$ cat src/lpddr2_state_defines.vh
// timing counts, state codes and command codes for the power and bank state tracker
`ifndef LPDDR2_STATE_DEFINES_VH
`define LPDDR2_STATE_DEFINES_VH

// =========================================
// timing, in clock cycles at 100 MHz
`define T_RCD 8'h03
`define T_RP 8'h03
`define T_RFC 8'h0D
`define T_MRW 8'h05
`define T_MRR 8'h02
`define T_XP 8'h02
`define T_XSR 8'h0E
`define T_BURST 8'h04
`define T_INIT5 16'h03E8

// =========================================
// command codes
`define CMD_NOP 4'h0
`define CMD_ACT 4'h1
`define CMD_RD 4'h2
`define CMD_WR 4'h3
`define CMD_PRE 4'h4
`define CMD_REF 4'h5
`define CMD_SREF 4'h6
`define CMD_DPD 4'h7
`define CMD_MRW 4'h8
`define CMD_MRR 4'h9
`define CMD_BST 4'hA
`define CMD_RESET 4'hB

// =========================================
// device state codes
`define DEV_POWER_ON 4'h0
`define DEV_RUN 4'h1
`define DEV_RESETTING 4'h2
`define DEV_ACT_PD 4'h3
`define DEV_IDLE_PD 4'h4
`define DEV_RST_PD 4'h5
`define DEV_SREF 4'h6
`define DEV_DPD 4'h7
`define DEV_REFRESHING 4'h8
`define DEV_MR_WRITING 4'h9
`define DEV_MR_READING 4'hA
`define DEV_EXIT_WAIT 4'hB

// =========================================
// bank state codes
`define BK_IDLE 3'h0
`define BK_ACTIVATING 3'h1
`define BK_ACTIVE 3'h2
`define BK_READING 3'h3
`define BK_WRITING 3'h4
`define BK_PRECHARGING 3'h5
`define BK_AUTO_PRE 3'h6

`endif

$ cat src/lpddr2_power_bank_state.v
// device power states, command legality and the eight bank machines
`timescale 1ns/1ps
`include "lpddr2_state_defines.vh"

module lpddr2_power_bank_state (
    mclk,
    sys_rst,
    cke,
    cs_n,
    cmd,
    bank,
    auto_pre,
    pre_all,
    dev_state_q,
    bank_states_q,
    illegal_q,
    init_done_q
);
    input wire mclk;
    input wire sys_rst;
    input wire cke; // clock enable pin
    input wire cs_n; // chip select pin, active low
    input wire [3:0] cmd; // decoded command code
    input wire [2:0] bank;
    input wire auto_pre;
    input wire pre_all;
    output reg [3:0] dev_state_q;
    output reg [23:0] bank_states_q;
    output reg illegal_q; // one-cycle pulse per refused command
    output reg init_done_q;

    // =========================================
    // pin synchronisers, two flops each
    reg cke_m_q, cke_s_q, cs_m_q, cs_s_q;
    reg [3:0] cmd_m_q, cmd_s_q;
    reg [2:0] bank_m_q, bank_s_q;
    reg ap_m_q, ap_s_q, pa_m_q, pa_s_q;
    reg cke_prev_q; // previous edge's clock enable
    always @(posedge mclk or posedge sys_rst) begin
        if (sys_rst) begin
            cke_m_q <= 1'b0;
            cke_s_q <= 1'b0;
            cs_m_q <= 1'b1;
            cs_s_q <= 1'b1;
            cmd_m_q <= `CMD_NOP;
            cmd_s_q <= `CMD_NOP;
            bank_m_q <= 3'h0;
            bank_s_q <= 3'h0;
            ap_m_q <= 1'b0;
            ap_s_q <= 1'b0;
            pa_m_q <= 1'b0;
            pa_s_q <= 1'b0;
            cke_prev_q <= 1'b0;
        end else begin
            cke_m_q <= cke;
            cke_s_q <= cke_m_q;
            cs_m_q <= cs_n;
            cs_s_q <= cs_m_q;
            cmd_m_q <= cmd;
            cmd_s_q <= cmd_m_q;
            bank_m_q <= bank;
            bank_s_q <= bank_m_q;
            ap_m_q <= auto_pre;
            ap_s_q <= ap_m_q;
            pa_m_q <= pre_all;
            pa_s_q <= pa_m_q;
            cke_prev_q <= cke_s_q;
        end
    end

    // =========================================
    // command classification
    wire nop_w = cs_s_q | (cmd_s_q == `CMD_NOP); // deselect counts as nop
    wire [3:0] op_w = cs_s_q ? `CMD_NOP : cmd_s_q;
    wire run_w = cke_prev_q & cke_s_q;
    wire fall_w = cke_prev_q & ~cke_s_q;
    wire rise_w = ~cke_prev_q & cke_s_q;
    wire [23:0] bk_w; // live bank states, straight from the bank machines
    wire [7:0] idle_w, active_w, busy_w, burst_w;
    wire all_idle_w = &idle_w;
    wire any_active_w = |active_w;
    wire any_burst_w = |burst_w;

    reg [3:0] dev_d;
    reg [3:0] back_q; // state to return to after a timed interval
    reg [7:0] dcnt_q; // device interval countdown
    reg [15:0] init_cnt_q; // final init interval
    reg [2:0] last_bank_q; // bank of the latest burst
    reg last_valid_q;
    reg accept_d, illegal_d, pre_all_d, start_d, reset_cmd_d;
    reg [7:0] dcnt_d;
    reg [3:0] back_d;
    reg [2:0] tgt_st;

    // =========================================
    // device-level next state and legality
    always @* begin
        dev_d = dev_state_q;
        dcnt_d = dcnt_q;
        back_d = back_q;
        accept_d = 1'b0;
        illegal_d = 1'b0;
        pre_all_d = 1'b0;
        start_d = 1'b0;
        reset_cmd_d = 1'b0;
        // live state: the output copy lags a cycle and would let a repeat command slip through
        tgt_st = bk_w[bank_s_q*3 +: 3];
        case (dev_state_q)
            `DEV_ACT_PD, `DEV_IDLE_PD, `DEV_RST_PD: begin
                if (rise_w && nop_w) begin
                    // power-down exit wait of t_xp
                    dev_d = `DEV_EXIT_WAIT;
                    dcnt_d = `T_XP;
                    if (dev_state_q == `DEV_RST_PD) begin
                        back_d = init_done_q ? `DEV_RUN : `DEV_RESETTING;
                    end else begin
                        back_d = `DEV_RUN;
                    end
                end else if (rise_w) begin
                    illegal_d = 1'b1;
                end
            end
            `DEV_SREF: begin
                if (rise_w && nop_w) begin
                    dev_d = `DEV_EXIT_WAIT;
                    dcnt_d = `T_XSR;
                    back_d = `DEV_RUN;
                end
            end
            `DEV_DPD: begin
                if (rise_w && nop_w) begin
                    dev_d = `DEV_POWER_ON;
                end
            end
            `DEV_EXIT_WAIT, `DEV_REFRESHING, `DEV_MR_WRITING, `DEV_MR_READING: begin
                // only nops allowed while the interval runs
                if (!nop_w) begin
                    illegal_d = 1'b1;
                end
                if (dcnt_q > 8'h01) begin
                    dcnt_d = dcnt_q - 8'h01;
                end else begin
                    dcnt_d = 8'h00;
                    dev_d = back_q;
                end
            end
            `DEV_POWER_ON: begin
                if (run_w && op_w == `CMD_RESET) begin
                    dev_d = `DEV_RESETTING;
                    reset_cmd_d = 1'b1;
                end else if (run_w && !nop_w) begin
                    illegal_d = 1'b1;
                end
            end
            `DEV_RESETTING: begin
                if (fall_w && nop_w) begin
                    dev_d = `DEV_RST_PD;
                end else if (run_w && op_w == `CMD_MRR) begin
                    dev_d = `DEV_MR_READING;
                    dcnt_d = `T_MRR;
                    back_d = `DEV_RESETTING;
                end else if (run_w && op_w == `CMD_RESET) begin
                    reset_cmd_d = 1'b1;
                end else if (init_done_q && run_w && nop_w) begin
                    dev_d = `DEV_RUN;
                end else if (!nop_w || fall_w) begin
                    illegal_d = 1'b1;
                end
            end
            `DEV_RUN: begin
                if (fall_w) begin
                    if (nop_w && any_active_w) begin
                        dev_d = `DEV_ACT_PD;
                    end else if (nop_w && all_idle_w) begin
                        dev_d = `DEV_IDLE_PD;
                    end else if (op_w == `CMD_SREF && all_idle_w) begin
                        dev_d = `DEV_SREF;
                    end else if (op_w == `CMD_DPD && all_idle_w) begin
                        dev_d = `DEV_DPD;
                    end else begin
                        illegal_d = 1'b1;
                    end
                end else if (run_w && !nop_w) begin
                    case (op_w)
                        `CMD_ACT: begin
                            accept_d = (tgt_st == `BK_IDLE);
                        end
                        `CMD_RD, `CMD_WR: begin
                            // crossing read/write only allowed from active, after bst or the end of the burst
                            accept_d = (tgt_st == `BK_ACTIVE) ||
                                ((tgt_st == `BK_READING) && (op_w == `CMD_RD)) ||
                                ((tgt_st == `BK_WRITING) && (op_w == `CMD_WR));
                        end
                        `CMD_PRE: begin
                            if (pa_s_q) begin
                                pre_all_d = ~any_burst_w & ~(|busy_w);
                                accept_d = pre_all_d;
                            end else begin
                                accept_d = (tgt_st == `BK_IDLE) || (tgt_st == `BK_ACTIVE);
                            end
                        end
                        `CMD_BST: begin
                            accept_d = last_valid_q;
                        end
                        `CMD_REF, `CMD_MRW, `CMD_RESET: begin
                            if (all_idle_w && !any_burst_w) begin
                                accept_d = 1'b1;
                                if (op_w == `CMD_REF) begin
                                    dev_d = `DEV_REFRESHING;
                                    dcnt_d = `T_RFC;
                                end else if (op_w == `CMD_MRW) begin
                                    dev_d = `DEV_MR_WRITING;
                                    dcnt_d = `T_MRW;
                                end else begin
                                    dev_d = `DEV_RESETTING;
                                    reset_cmd_d = 1'b1;
                                end
                                back_d = `DEV_RUN;
                            end
                        end
                        `CMD_MRR: begin
                            accept_d = ~any_burst_w;
                            if (accept_d) begin
                                dev_d = `DEV_MR_READING;
                                dcnt_d = `T_MRR;
                                back_d = `DEV_RUN;
                            end
                        end
                        default: accept_d = 1'b0;
                    endcase
                    illegal_d = ~accept_d;
                end
                start_d = accept_d & ((op_w == `CMD_RD) | (op_w == `CMD_WR));
            end
            default: dev_d = `DEV_POWER_ON;
        endcase
    end

    // =========================================
    // device registers and init timer
    always @(posedge mclk or posedge sys_rst) begin
        if (sys_rst) begin
            dev_state_q <= `DEV_POWER_ON;
            dcnt_q <= 8'h00;
            back_q <= `DEV_RUN;
            illegal_q <= 1'b0;
            init_cnt_q <= 16'h0000;
            init_done_q <= 1'b0;
            last_bank_q <= 3'h0;
            last_valid_q <= 1'b0;
        end else begin
            dev_state_q <= dev_d;
            dcnt_q <= dcnt_d;
            back_q <= back_d;
            illegal_q <= illegal_d;
            // init interval restarts on each accepted reset command
            if (reset_cmd_d) begin
                init_cnt_q <= `T_INIT5;
                init_done_q <= 1'b0;
            end else if (init_cnt_q > 16'h0001) begin
                init_cnt_q <= init_cnt_q - 16'h0001;
            end else if (init_cnt_q == 16'h0001) begin
                init_cnt_q <= 16'h0000;
                init_done_q <= 1'b1;
            end
            // latest burst tracked for burst terminate
            if (start_d) begin
                last_bank_q <= bank_s_q;
                last_valid_q <= 1'b1;
            end else if (accept_d && op_w == `CMD_BST) begin
                last_valid_q <= 1'b0;
            end
        end
    end

    // =========================================
    // eight bank machines, one generate loop
    genvar gi;
    generate
        for (gi = 0; gi < 8; gi = gi + 1) begin : g_bank
            wire [2:0] st = bk_w[gi*3 +: 3];
            assign idle_w[gi] = (st == `BK_IDLE);
            assign active_w[gi] = (st != `BK_IDLE) && (st != `BK_PRECHARGING);
            assign burst_w[gi] = (st == `BK_READING) || (st == `BK_WRITING) || (st == `BK_AUTO_PRE);
            assign busy_w[gi] = (st == `BK_ACTIVATING);
            bank_fsm u_bank (
                .mclk(mclk),
                .sys_rst(sys_rst),
                .cmd_go(accept_d && !pre_all_d && (bank_s_q == gi) &&
                    (op_w == `CMD_ACT || op_w == `CMD_RD || op_w == `CMD_WR || op_w == `CMD_PRE)),
                .cmd(op_w),
                .auto_pre(ap_s_q),
                .pre_all(pre_all_d),
                .bst_hit(accept_d && (op_w == `CMD_BST) && (last_bank_q == gi)),
                .state_q(bk_w[gi*3 +: 3])
            );
        end
    endgenerate

    // registered copy of bank states for the output
    always @(posedge mclk or posedge sys_rst) begin
        if (sys_rst) begin
            bank_states_q <= 24'h000000;
        end else begin
            bank_states_q <= bk_w;
        end
    end
endmodule

$ cat src/bank_fsm.v
// per-bank state machine with its own interval counter
`timescale 1ns/1ps
`include "lpddr2_state_defines.vh"

module bank_fsm (
    mclk,
    sys_rst,
    cmd_go,
    cmd,
    auto_pre,
    pre_all,
    bst_hit,
    state_q
);
    input wire mclk;
    input wire sys_rst;
    input wire cmd_go; // accepted command addressed to this bank
    input wire [3:0] cmd;
    input wire auto_pre;
    input wire pre_all; // precharge of every bank
    input wire bst_hit; // burst terminate aimed at this bank
    output reg [2:0] state_q;

    reg [7:0] cnt_q; // interval countdown
    reg ap_q; // auto-precharge pending after the burst

    // =========================================
    // bank transitions
    always @(posedge mclk or posedge sys_rst) begin
        if (sys_rst) begin
            state_q <= `BK_IDLE;
            cnt_q <= 8'h00;
            ap_q <= 1'b0;
        end else if (pre_all) begin
            state_q <= `BK_PRECHARGING;
            cnt_q <= `T_RP;
            ap_q <= 1'b0;
        end else if (bst_hit) begin
            state_q <= `BK_ACTIVE;
            cnt_q <= 8'h00;
            ap_q <= 1'b0;
        end else if (cmd_go) begin
            case (cmd)
                `CMD_ACT: begin
                    state_q <= `BK_ACTIVATING;
                    cnt_q <= `T_RCD;
                end
                `CMD_RD: begin
                    state_q <= `BK_READING;
                    cnt_q <= `T_BURST;
                    ap_q <= auto_pre;
                end
                `CMD_WR: begin
                    state_q <= `BK_WRITING;
                    cnt_q <= `T_BURST;
                    ap_q <= auto_pre;
                end
                `CMD_PRE: begin
                    state_q <= `BK_PRECHARGING;
                    cnt_q <= `T_RP;
                end
                default: begin
                    state_q <= state_q;
                end
            endcase
        end else if (cnt_q > 8'h01) begin
            cnt_q <= cnt_q - 8'h01;
        end else begin
            // interval done: settle into the following state
            cnt_q <= 8'h00;
            case (state_q)
                `BK_ACTIVATING: state_q <= `BK_ACTIVE;
                `BK_PRECHARGING: state_q <= `BK_IDLE;
                `BK_AUTO_PRE: state_q <= `BK_IDLE;
                `BK_READING, `BK_WRITING: begin
                    if (ap_q) begin
                        state_q <= `BK_AUTO_PRE;
                        cnt_q <= `T_RP;
                        ap_q <= 1'b0;
                    end else begin
                        state_q <= `BK_ACTIVE;
                    end
                end
                default: state_q <= state_q;
            endcase
        end
    end
endmodule

$ cat config.mk
export PLATFORM = sky130hd
export DESIGN_NAME = lpddr2_power_bank_state
export DESIGN_NICKNAME = d
export VERILOG_FILES = /design/src/lpddr2_power_bank_state.v /design/src/bank_fsm.v
export VERILOG_INCLUDE_DIRS = /design/src
export SDC_FILE = /design/constraint.sdc
export NUM_CORES = 1
export LEC_CHECK = 0
export ABC_AREA = 0
export BUFFER_PORTS_ARGS = -buffer_cell sky130_fd_sc_hd__buf_2
export CORE_ASPECT_RATIO = 0.5
export CORE_UTILIZATION = 60
export CTS_CLUSTER_DIAMETER = 150
export CTS_CLUSTER_SIZE = 12
export DETAILED_ROUTE_END_ITERATION = 10
export PLACE_DENSITY_LB_ADDON = 0.25
export SLEW_MARGIN = 20
export SYNTH_ARGS = -nofsm -noshare
export SYNTH_HDL_FRONTEND = slang
export SYNTH_SLANG_ARGS = --single-unit
export TNS_END_PERCENT = 1
$ cat constraint.sdc
create_clock -name mclk -period 5.6 [get_ports mclk]
set_clock_uncertainty 0.1 [all_clocks]
set_input_delay 0 -clock mclk [delete_from_list [all_inputs] [get_ports mclk]]
set_output_delay 0 -clock mclk [all_outputs]
set_load 0.01 [all_outputs]
==> results of run 1 <==
-- registers in the layout, summed over array words and instances (netlist names), 2 cells and up --
| register | cells |
|---|---|
| back_q | 2 |
| bank_m_q | 3 |
| bank_s_q | 3 |
| bank_states_q | 24 |
| cmd_m_q | 4 |
| cmd_s_q | 4 |
| dcnt_q | 8 |
| dev_state_q | 4 |
| g_bank.u_bank.ap_q | 8 |
| g_bank.u_bank.cnt_q | 64 |
| g_bank.u_bank.state_q | 24 |
| init_cnt_q | 16 |
| last_bank_q | 3 |
-- critical path, stage by stage, from the launching register on --
cell and delay [ns]:
dfrtp_1 0.82, mux4_2 0.59, mux2_2 0.32, nor4_1 0.35, a21o_1 0.75, o311ai_1 0.35
nor3_2 0.45, a211oi_1 0.15
-- path summary, 6_finish.rpt --
path | to | depth (start not counted)
max in group asynchronous | bank_states_q[10] | 5
setup reg to reg | g_bank[2].u_bank.cnt_q[1] | 7
hold / removal | cmd_m_q[0] | 2
min in group asynchronous | dcnt_q[0] | 4
hold reg to reg | cmd_s_q[1] | 0
setup / recovery | g_bank[2].u_bank.cnt_q[1] | 7
-- cells in the mapped netlist (all sizes together), types with 17 or more instances --
cell    instances
a211oi         17
a21oi          51
buf            22
clkbuf         46
dfrtp         176
ha             20
inv            46
nand2          84
nand2b         25
nand3          24
nor2          142
nor3           48
nor4           31
o21ai          55
o311ai         17
or4            17
xnor2          47
xor2           17
-- logic make-up (layout without fill, tap and decap cells) --
logic type	count (synthesis)	in the layout	share of synthesized area, %
AND/OR/NAND/NOR	480	480	23.83
multiplexers	26	26	3.333
flip-flops	179	179	43.12
buffers and inverters	114	142	4.416
AO/OA/AOI/OAI	256	256	17.51
XOR/XNOR	64	64	5.391
adder cells (fa/ha/maj)	20	20	2.407
-- metal layers --
layer  vias to the layer above  share of wire, %  routed length, um  GRT usage, %
met5                         -                 0                  0             0
met4                         0               1.7                464         9.485
met3                        45               8.5               2328         8.355
met2                       385                44              12070         49.57
met1                      4381                46              12440         44.84
li1                       4150                 -                  -             -
-- power by group through the flow --
stage | sequential, uW | clock [uW] | combinational [uW]
2_1_floorplan | 1970 | 0 | 1470
3_3_place_gp | 2090 | 0 | 1690
3_5_place_dp | 2120 | 0 | 1760
4_1_cts | 2110 | 1270 | 1790
5_1_grt | 2170 | 1330 | 2020
6_report | 2120 | 1250 | 1800
-- metrics by stage --
step / worst slack [ns] / util, % / hold WS (ns) / instances
after global routing: 1.368 / 68.78 / 0.08954 / 1394
after floorplan: 0.6464 / - / -0.09552 / 1139
after global placement: 1.707 / 64.27 / -0.1178 / 1350
after detailed placement: 1.620 / 64.27 / -0.1101 / 1350
final: 1.534 / 68.78 / 0.09664 / 1394
after CTS: 1.597 / 68.71 / 0.08507 / 1394
-- cell type report --
| type | instances | area [um2] | share of cell area, % |
|---|---|---|---|
| inverters | 46 | 177.7 | 1.552 |
| multi-input cells | 846 | 5475 | 47.84 |
| well taps | 227 | 284.0 | 2.482 |
| clock buffers | 20 | 456.7 | 3.990 |
| repair buffers | 65 | 415.4 | 3.630 |
| clock inverters | 11 | 152.6 | 1.334 |
| flip-flops and latches | 179 | 4483 | 39.17 |
-- repair_timing --
item / in CTS / in global routing
endpoints found under the hold margin: 41 / 0
gates resized for setup: 0 / 0
hold buffers: 13 / 0
==> flow_metrics.py, run 1 <==
metrics = {
    "die": {
        "num_rows": 33,
        "fp.dieH_um": 95.09,
        "io_pins": 43,
        "dieArea_um2": 17890,
        "initial_utilization_pct": 62.49,
        "die_w_um": 188.2,
        "core_area_um2": 16640,
    },
    "sta": {
        "worst_pin_slew_ns": 1.049,
        "post-route-min-period_ns": 4.067,
        "max_slew_margin_pct": 29.40,
        "fin_setup_tns_ns": 0,
        "finalHoldViolations": 0,
        "setup_viol": 0,
        "rsz0062_at_grt": "false",
        "slew_viol_final": 0,
        "period_share_pct": 72.62,
        "fmax_ghz": 0.2459,
    },
    "yosys": {
        "synthFlopType": "dfrtp_1",
        "syn-num-nets": 1172,
        "synth.avg_cell_area_um2": 9.129,
        "ys_warn_count": 0,
        "synthDistinctLibCells": 79,
        "ys_ff_latch": 179,
        "synth-edff-count": 0,
        "syn_inst": 1139,
        "synthArstFlopShare_pct": 100.0,
        "yosysTopAreaCell": "dfrtp_1",
        "yosys-top-cells-area": "dfrtp_1, nor2_1, xnor2_1",
        "synthesis.area_um2": 10400,
        "synth.top_cell.area_share_pct": 42.36,
        "ys_seq_area_share_pct": 43.12,
    },
    "grt": {
        "grt_pass1_vias": 8604,
        "grt_pass1_wl_um": 44770,
        "grt_usage_pct": 32.12,
        "gr-total-overflow": 0,
        "grt_max_degree": 76,
        "antenna_found_initial": 0,
    },
    "clock_tree": {
        "clock_sinks": 179,
        "clkLatencyLatePin_ns": 0.44,
        "cts_tree": "yes",
        "clkTransAtPathRegs_ns": 0.07,
        "htree_levels": 4,
        "root_buffer": "clkbuf_16",
        "cts_setup_buffers": 0,
        "cts_buffers": 17,
        "clockBufferDepth": 2,
    },
    "pwr": {
        "p_total_uw": 5169,
        "p_leak_uw": 0.005042,
        "internal_power_uw": 3221,
        "clkPwrFrac_pct": 24.3,
        "ir_drop_uv": 320.9,
        "seq_power_share_pct": 41.0,
        "power_frac_comb_pct": 34.8,
        "cellPowerDensity_nw_per_um2": 451.7,
        "switchingPower_uw": 1948,
        "netSwitchingFraction_pct": 37.69,
    },
    "final_layout": {
        "drive_gt1_share_pct": 10.88,
        "layout_commonest_cell": "dfrtp_1",
        "stdcell_area_um2": 11440,
        "synthToLayoutAreaGrowth_pct": 10.07,
        "fill_cells": 1259,
        "fin_nets": 1188,
        "final_cell_mix": "dfrtp_1, nor2_1, nand2_1, a21oi_1, o21ai_0",
        "diodes": 0,
    },
    "place": {
        "dp_hpwl_um": 18810,
        "dpl_cell_area_um2": 10690,
        "io_buffers": 42,
        "gp_congestion": 0.9772,
    },
    "hold_path": {
        "hold_class": "in -> reg",
        "min_from": "cmd[0]",
    },
    "routing": {
        "ant_nets": 0,
        "drtIter0Drc": 759,
        "drc": 0,
        "vias": 8961,
        "detail_route.vias_per_cell": 6.428,
        "finalWirelength_um": 27300,
        "dr.pass1.iters": 6,
        "wire_per_inst_um": 19.59,
    },
    "flow_run": {
        "max_cap_viol_count": 0,
    },
    "setup_path": {
        "worst_setup_path_start_kind": "flop",
        "worst_setup_path_end_kind": "flop",
        "timing.critical_path.fanout_max": 27,
        "worstPathRequired_ns": 5.78,
        "r2r_slack_ns": 1.53,
        "r2r-start": "bank_s_q[1]",
        "critical_path_class": "reg -> reg",
        "worstSetupStartpoint": "bank_s_q[1]",
        "cp.arrival_ns": 4.24,
    },
    "status": {
        "status": "finished clean",
    },
}
Note: power is estimated with default switching activity, not from simulation.
==> run 2, diff against run 1 <==
--- a/config.mk
+++ b/config.mk
@@ -9,7 +9,7 @@
 export ABC_AREA = 0
 export BUFFER_PORTS_ARGS = -buffer_cell sky130_fd_sc_hd__buf_2
 export CORE_ASPECT_RATIO = 0.5
-export CORE_UTILIZATION = 60
+export CORE_UTILIZATION = 57
 export CTS_CLUSTER_DIAMETER = 150
 export CTS_CLUSTER_SIZE = 12
 export DETAILED_ROUTE_END_ITERATION = 10
==> constraint.sdc (replaced) <==
create_clock -name mclk -period 3.6 [get_ports mclk]
set_clock_uncertainty 0.1 [all_clocks]
set_input_delay 0 -clock mclk [delete_from_list [all_inputs] [get_ports mclk]]
set_output_delay 0 -clock mclk [all_outputs]
set_load 0.01 [all_outputs]
==> flow_metrics.py, run 2 (synthesis results as in run 1) <==
metrics = {
    "status": {
        "status": "finished, violations left",
        "violations": "design-rule violations",
    },
    "hold_path": {
        "hold_class": "in -> reg",
    },
    "setup_path": {
        "critical_path_class": "reg -> reg",
        "r2r_slack_ns": 0.1,
        "cp_num_buf_inv": 3,
        "worst_setup_path_end_kind": "flop",
        "cp.arrival_ns": 3.72,
        "crit_path_frequent_cell": "buf_4",
        "cpMaxStageDelayCell": "nor4_1",
        "crit_chain": "buf_4 > nor4_1 > nand2_1 > buf_4 > nor4_1 > buf_4 > a21oi_1 > nor3_1 > and4bb_2 > a32o_1",
        "worst_setup_path_start_kind": "flop",
        "cpPeakStageDelay_ns": 0.54,
        "timing.critical_path.fanout_max": 9,
        "path_delay_family": "simple AND/OR/NAND/NOR gates",
        "worstPathRequired_ns": 3.81,
    },
    "routing": {
        "dr.pass1.iters": 9,
        "finalWirelength_um": 28190,
        "drc": 6,
        "wire_per_inst_um": 19.43,
        "ant_nets": 0,
        "detail_route.vias_per_cell": 6.296,
        "vias": 9136,
        "drtIter0Drc": 751,
    },
    "pwr": {
        "netSwitchingFraction_pct": 37.89,
        "seq_power_share_pct": 39.3,
        "cellPowerDensity_nw_per_um2": 683.8,
        "internal_power_uw": 5028,
        "p_leak_uw": 0.005272,
        "p_total_uw": 8095,
        "switchingPower_uw": 3068,
        "power_frac_comb_pct": 37.1,
        "clkPwrFrac_pct": 23.6,
        "ir_drop_uv": 625.5,
    },
    "flow_run": {
        "max_cap_viol_count": 0,
    },
    "grt": {
        "grt_max_degree": 180,
        "grt_pass1_wl_um": 45660,
        "grt_usage_pct": 31.38,
        "grt_pass1_vias": 8618,
        "gr-total-overflow": 0,
        "antenna_found_initial": 0,
    },
    "final_layout": {
        "largestRegisters": "g_bank.u_bank.cnt_q (64), bank_states_q (24), g_bank.u_bank.state_q (24)",
        "fill_cells": 1386,
        "stdcell_area_um2": 11840,
        "final_cell_mix": "dfrtp_1, nor2_1, nand2_1, buf_4, a21oi_1",
        "drive_gt1_share_pct": 14.87,
        "synthToLayoutAreaGrowth_pct": 13.86,
        "fin_nets": 1237,
        "seq_area_um2": 4483,
        "layout_commonest_cell": "dfrtp_1",
        "multi_input_comb_area_um2": 5502,
        "diodes": 0,
        "largest_reg_flops": 64,
        "regMostFlops": "g_bank.u_bank.cnt_q",
    },
    "place": {
        "gp_congestion": 0.9387,
        "io_buffers": 42,
        "dpl_cell_area_um2": 11090,
        "dp_hpwl_um": 20000,
        "post-place-ws_ns": 0.1404,
    },
    "sta": {
        "period_share_pct": 97.31,
        "worst_pin_slew_ns": 0.9891,
        "holdWs_ns": 0.09902,
        "rsz0062_at_grt": "false",
        "setup_viol": 0,
        "fin_setup_tns_ns": 0,
        "setup_slack_ns": 0.09674,
        "finalHoldViolations": 0,
        "post-route-min-period_ns": 3.503,
        "fmax_ghz": 0.2854,
        "slew_viol_final": 0,
        "max_slew_margin_pct": 34.06,
    },
    "clock_tree": {
        "cts_tree": "yes",
        "clkTransAtPathRegs_ns": 0.07,
        "clkLatencyLatePin_ns": 0.44,
        "root_buffer": "clkbuf_16",
        "clock_sinks": 179,
        "htree_levels": 4,
        "cts_buffers": 17,
        "clockBufferDepth": 2,
    },
    "die": {
        "fp.dieH_um": 97.50,
        "die_w_um": 193.0,
        "dieArea_um2": 18820,
        "core_area_um2": 17610,
        "num_rows": 34,
        "io_pins": 43,
        "initial_utilization_pct": 59.04,
    },
}
==> run 2: through the flow <==
step                instances  util (%)
finish                   1451     67.22
floorplan                1139         -
CTS                      1451     67.01
detailed placement       1407     62.97
global route             1451     67.22
global placement         1407     62.97
==> run 2: layer usage <==
layer,up-vias,global-route usage (%),part of all wire (%)
met5,-,0,0
li1,4276,-,-
met4,0,9.736,1.9
met3,54,6.212,7.9
met2,381,44.47,43
met1,4425,47.94,47
==> run 2: layout make-up <==
type                    instances  share of cell area [%]
clock buffers                  19                   3.741
inverters                      46                   1.490
clock inverters                13                   1.258
multi-input cells             846                   46.47
flip-flops and latches        179                   37.87
repair buffers                114                   6.700
well taps                     234                   2.473
==> run 2: power groups by stage <==
stage          Clock (uW)  Combinational (uW)  Sequential, uW
6_report             1910                3000            3180
4_1_cts              1930                2990            3180
2_1_floorplan           0                2290            3060
3_3_place_gp            0                2870            3160
3_5_place_dp            0                2950            3200
5_1_grt              2020                3360            3270
==> run 2: repair_timing <==
item	in CTS	in global routing
setup buffers	0	0
resized for setup	0	6
hold buffers	12	0
hold endpoints to repair	187	0
endpoints found under the setup margin	0	24
==> run 2: path summary, 6_finish.rpt <==
kind                       depth (start not counted)                         from                   endpoint
max                                               10  g_bank[6].u_bank.state_q[1]             dev_state_q[2]
min                                                2                      bank[2]                bank_m_q[2]
max reg2reg                                       10  g_bank[6].u_bank.state_q[1]             dev_state_q[2]
min reg2reg                                        0                   cmd_m_q[0]                 cmd_s_q[0]
max in group asynchronous                          4                      sys_rst             dev_state_q[2]
min in group asynchronous                          4                      sys_rst  g_bank[4].u_bank.cnt_q[4]
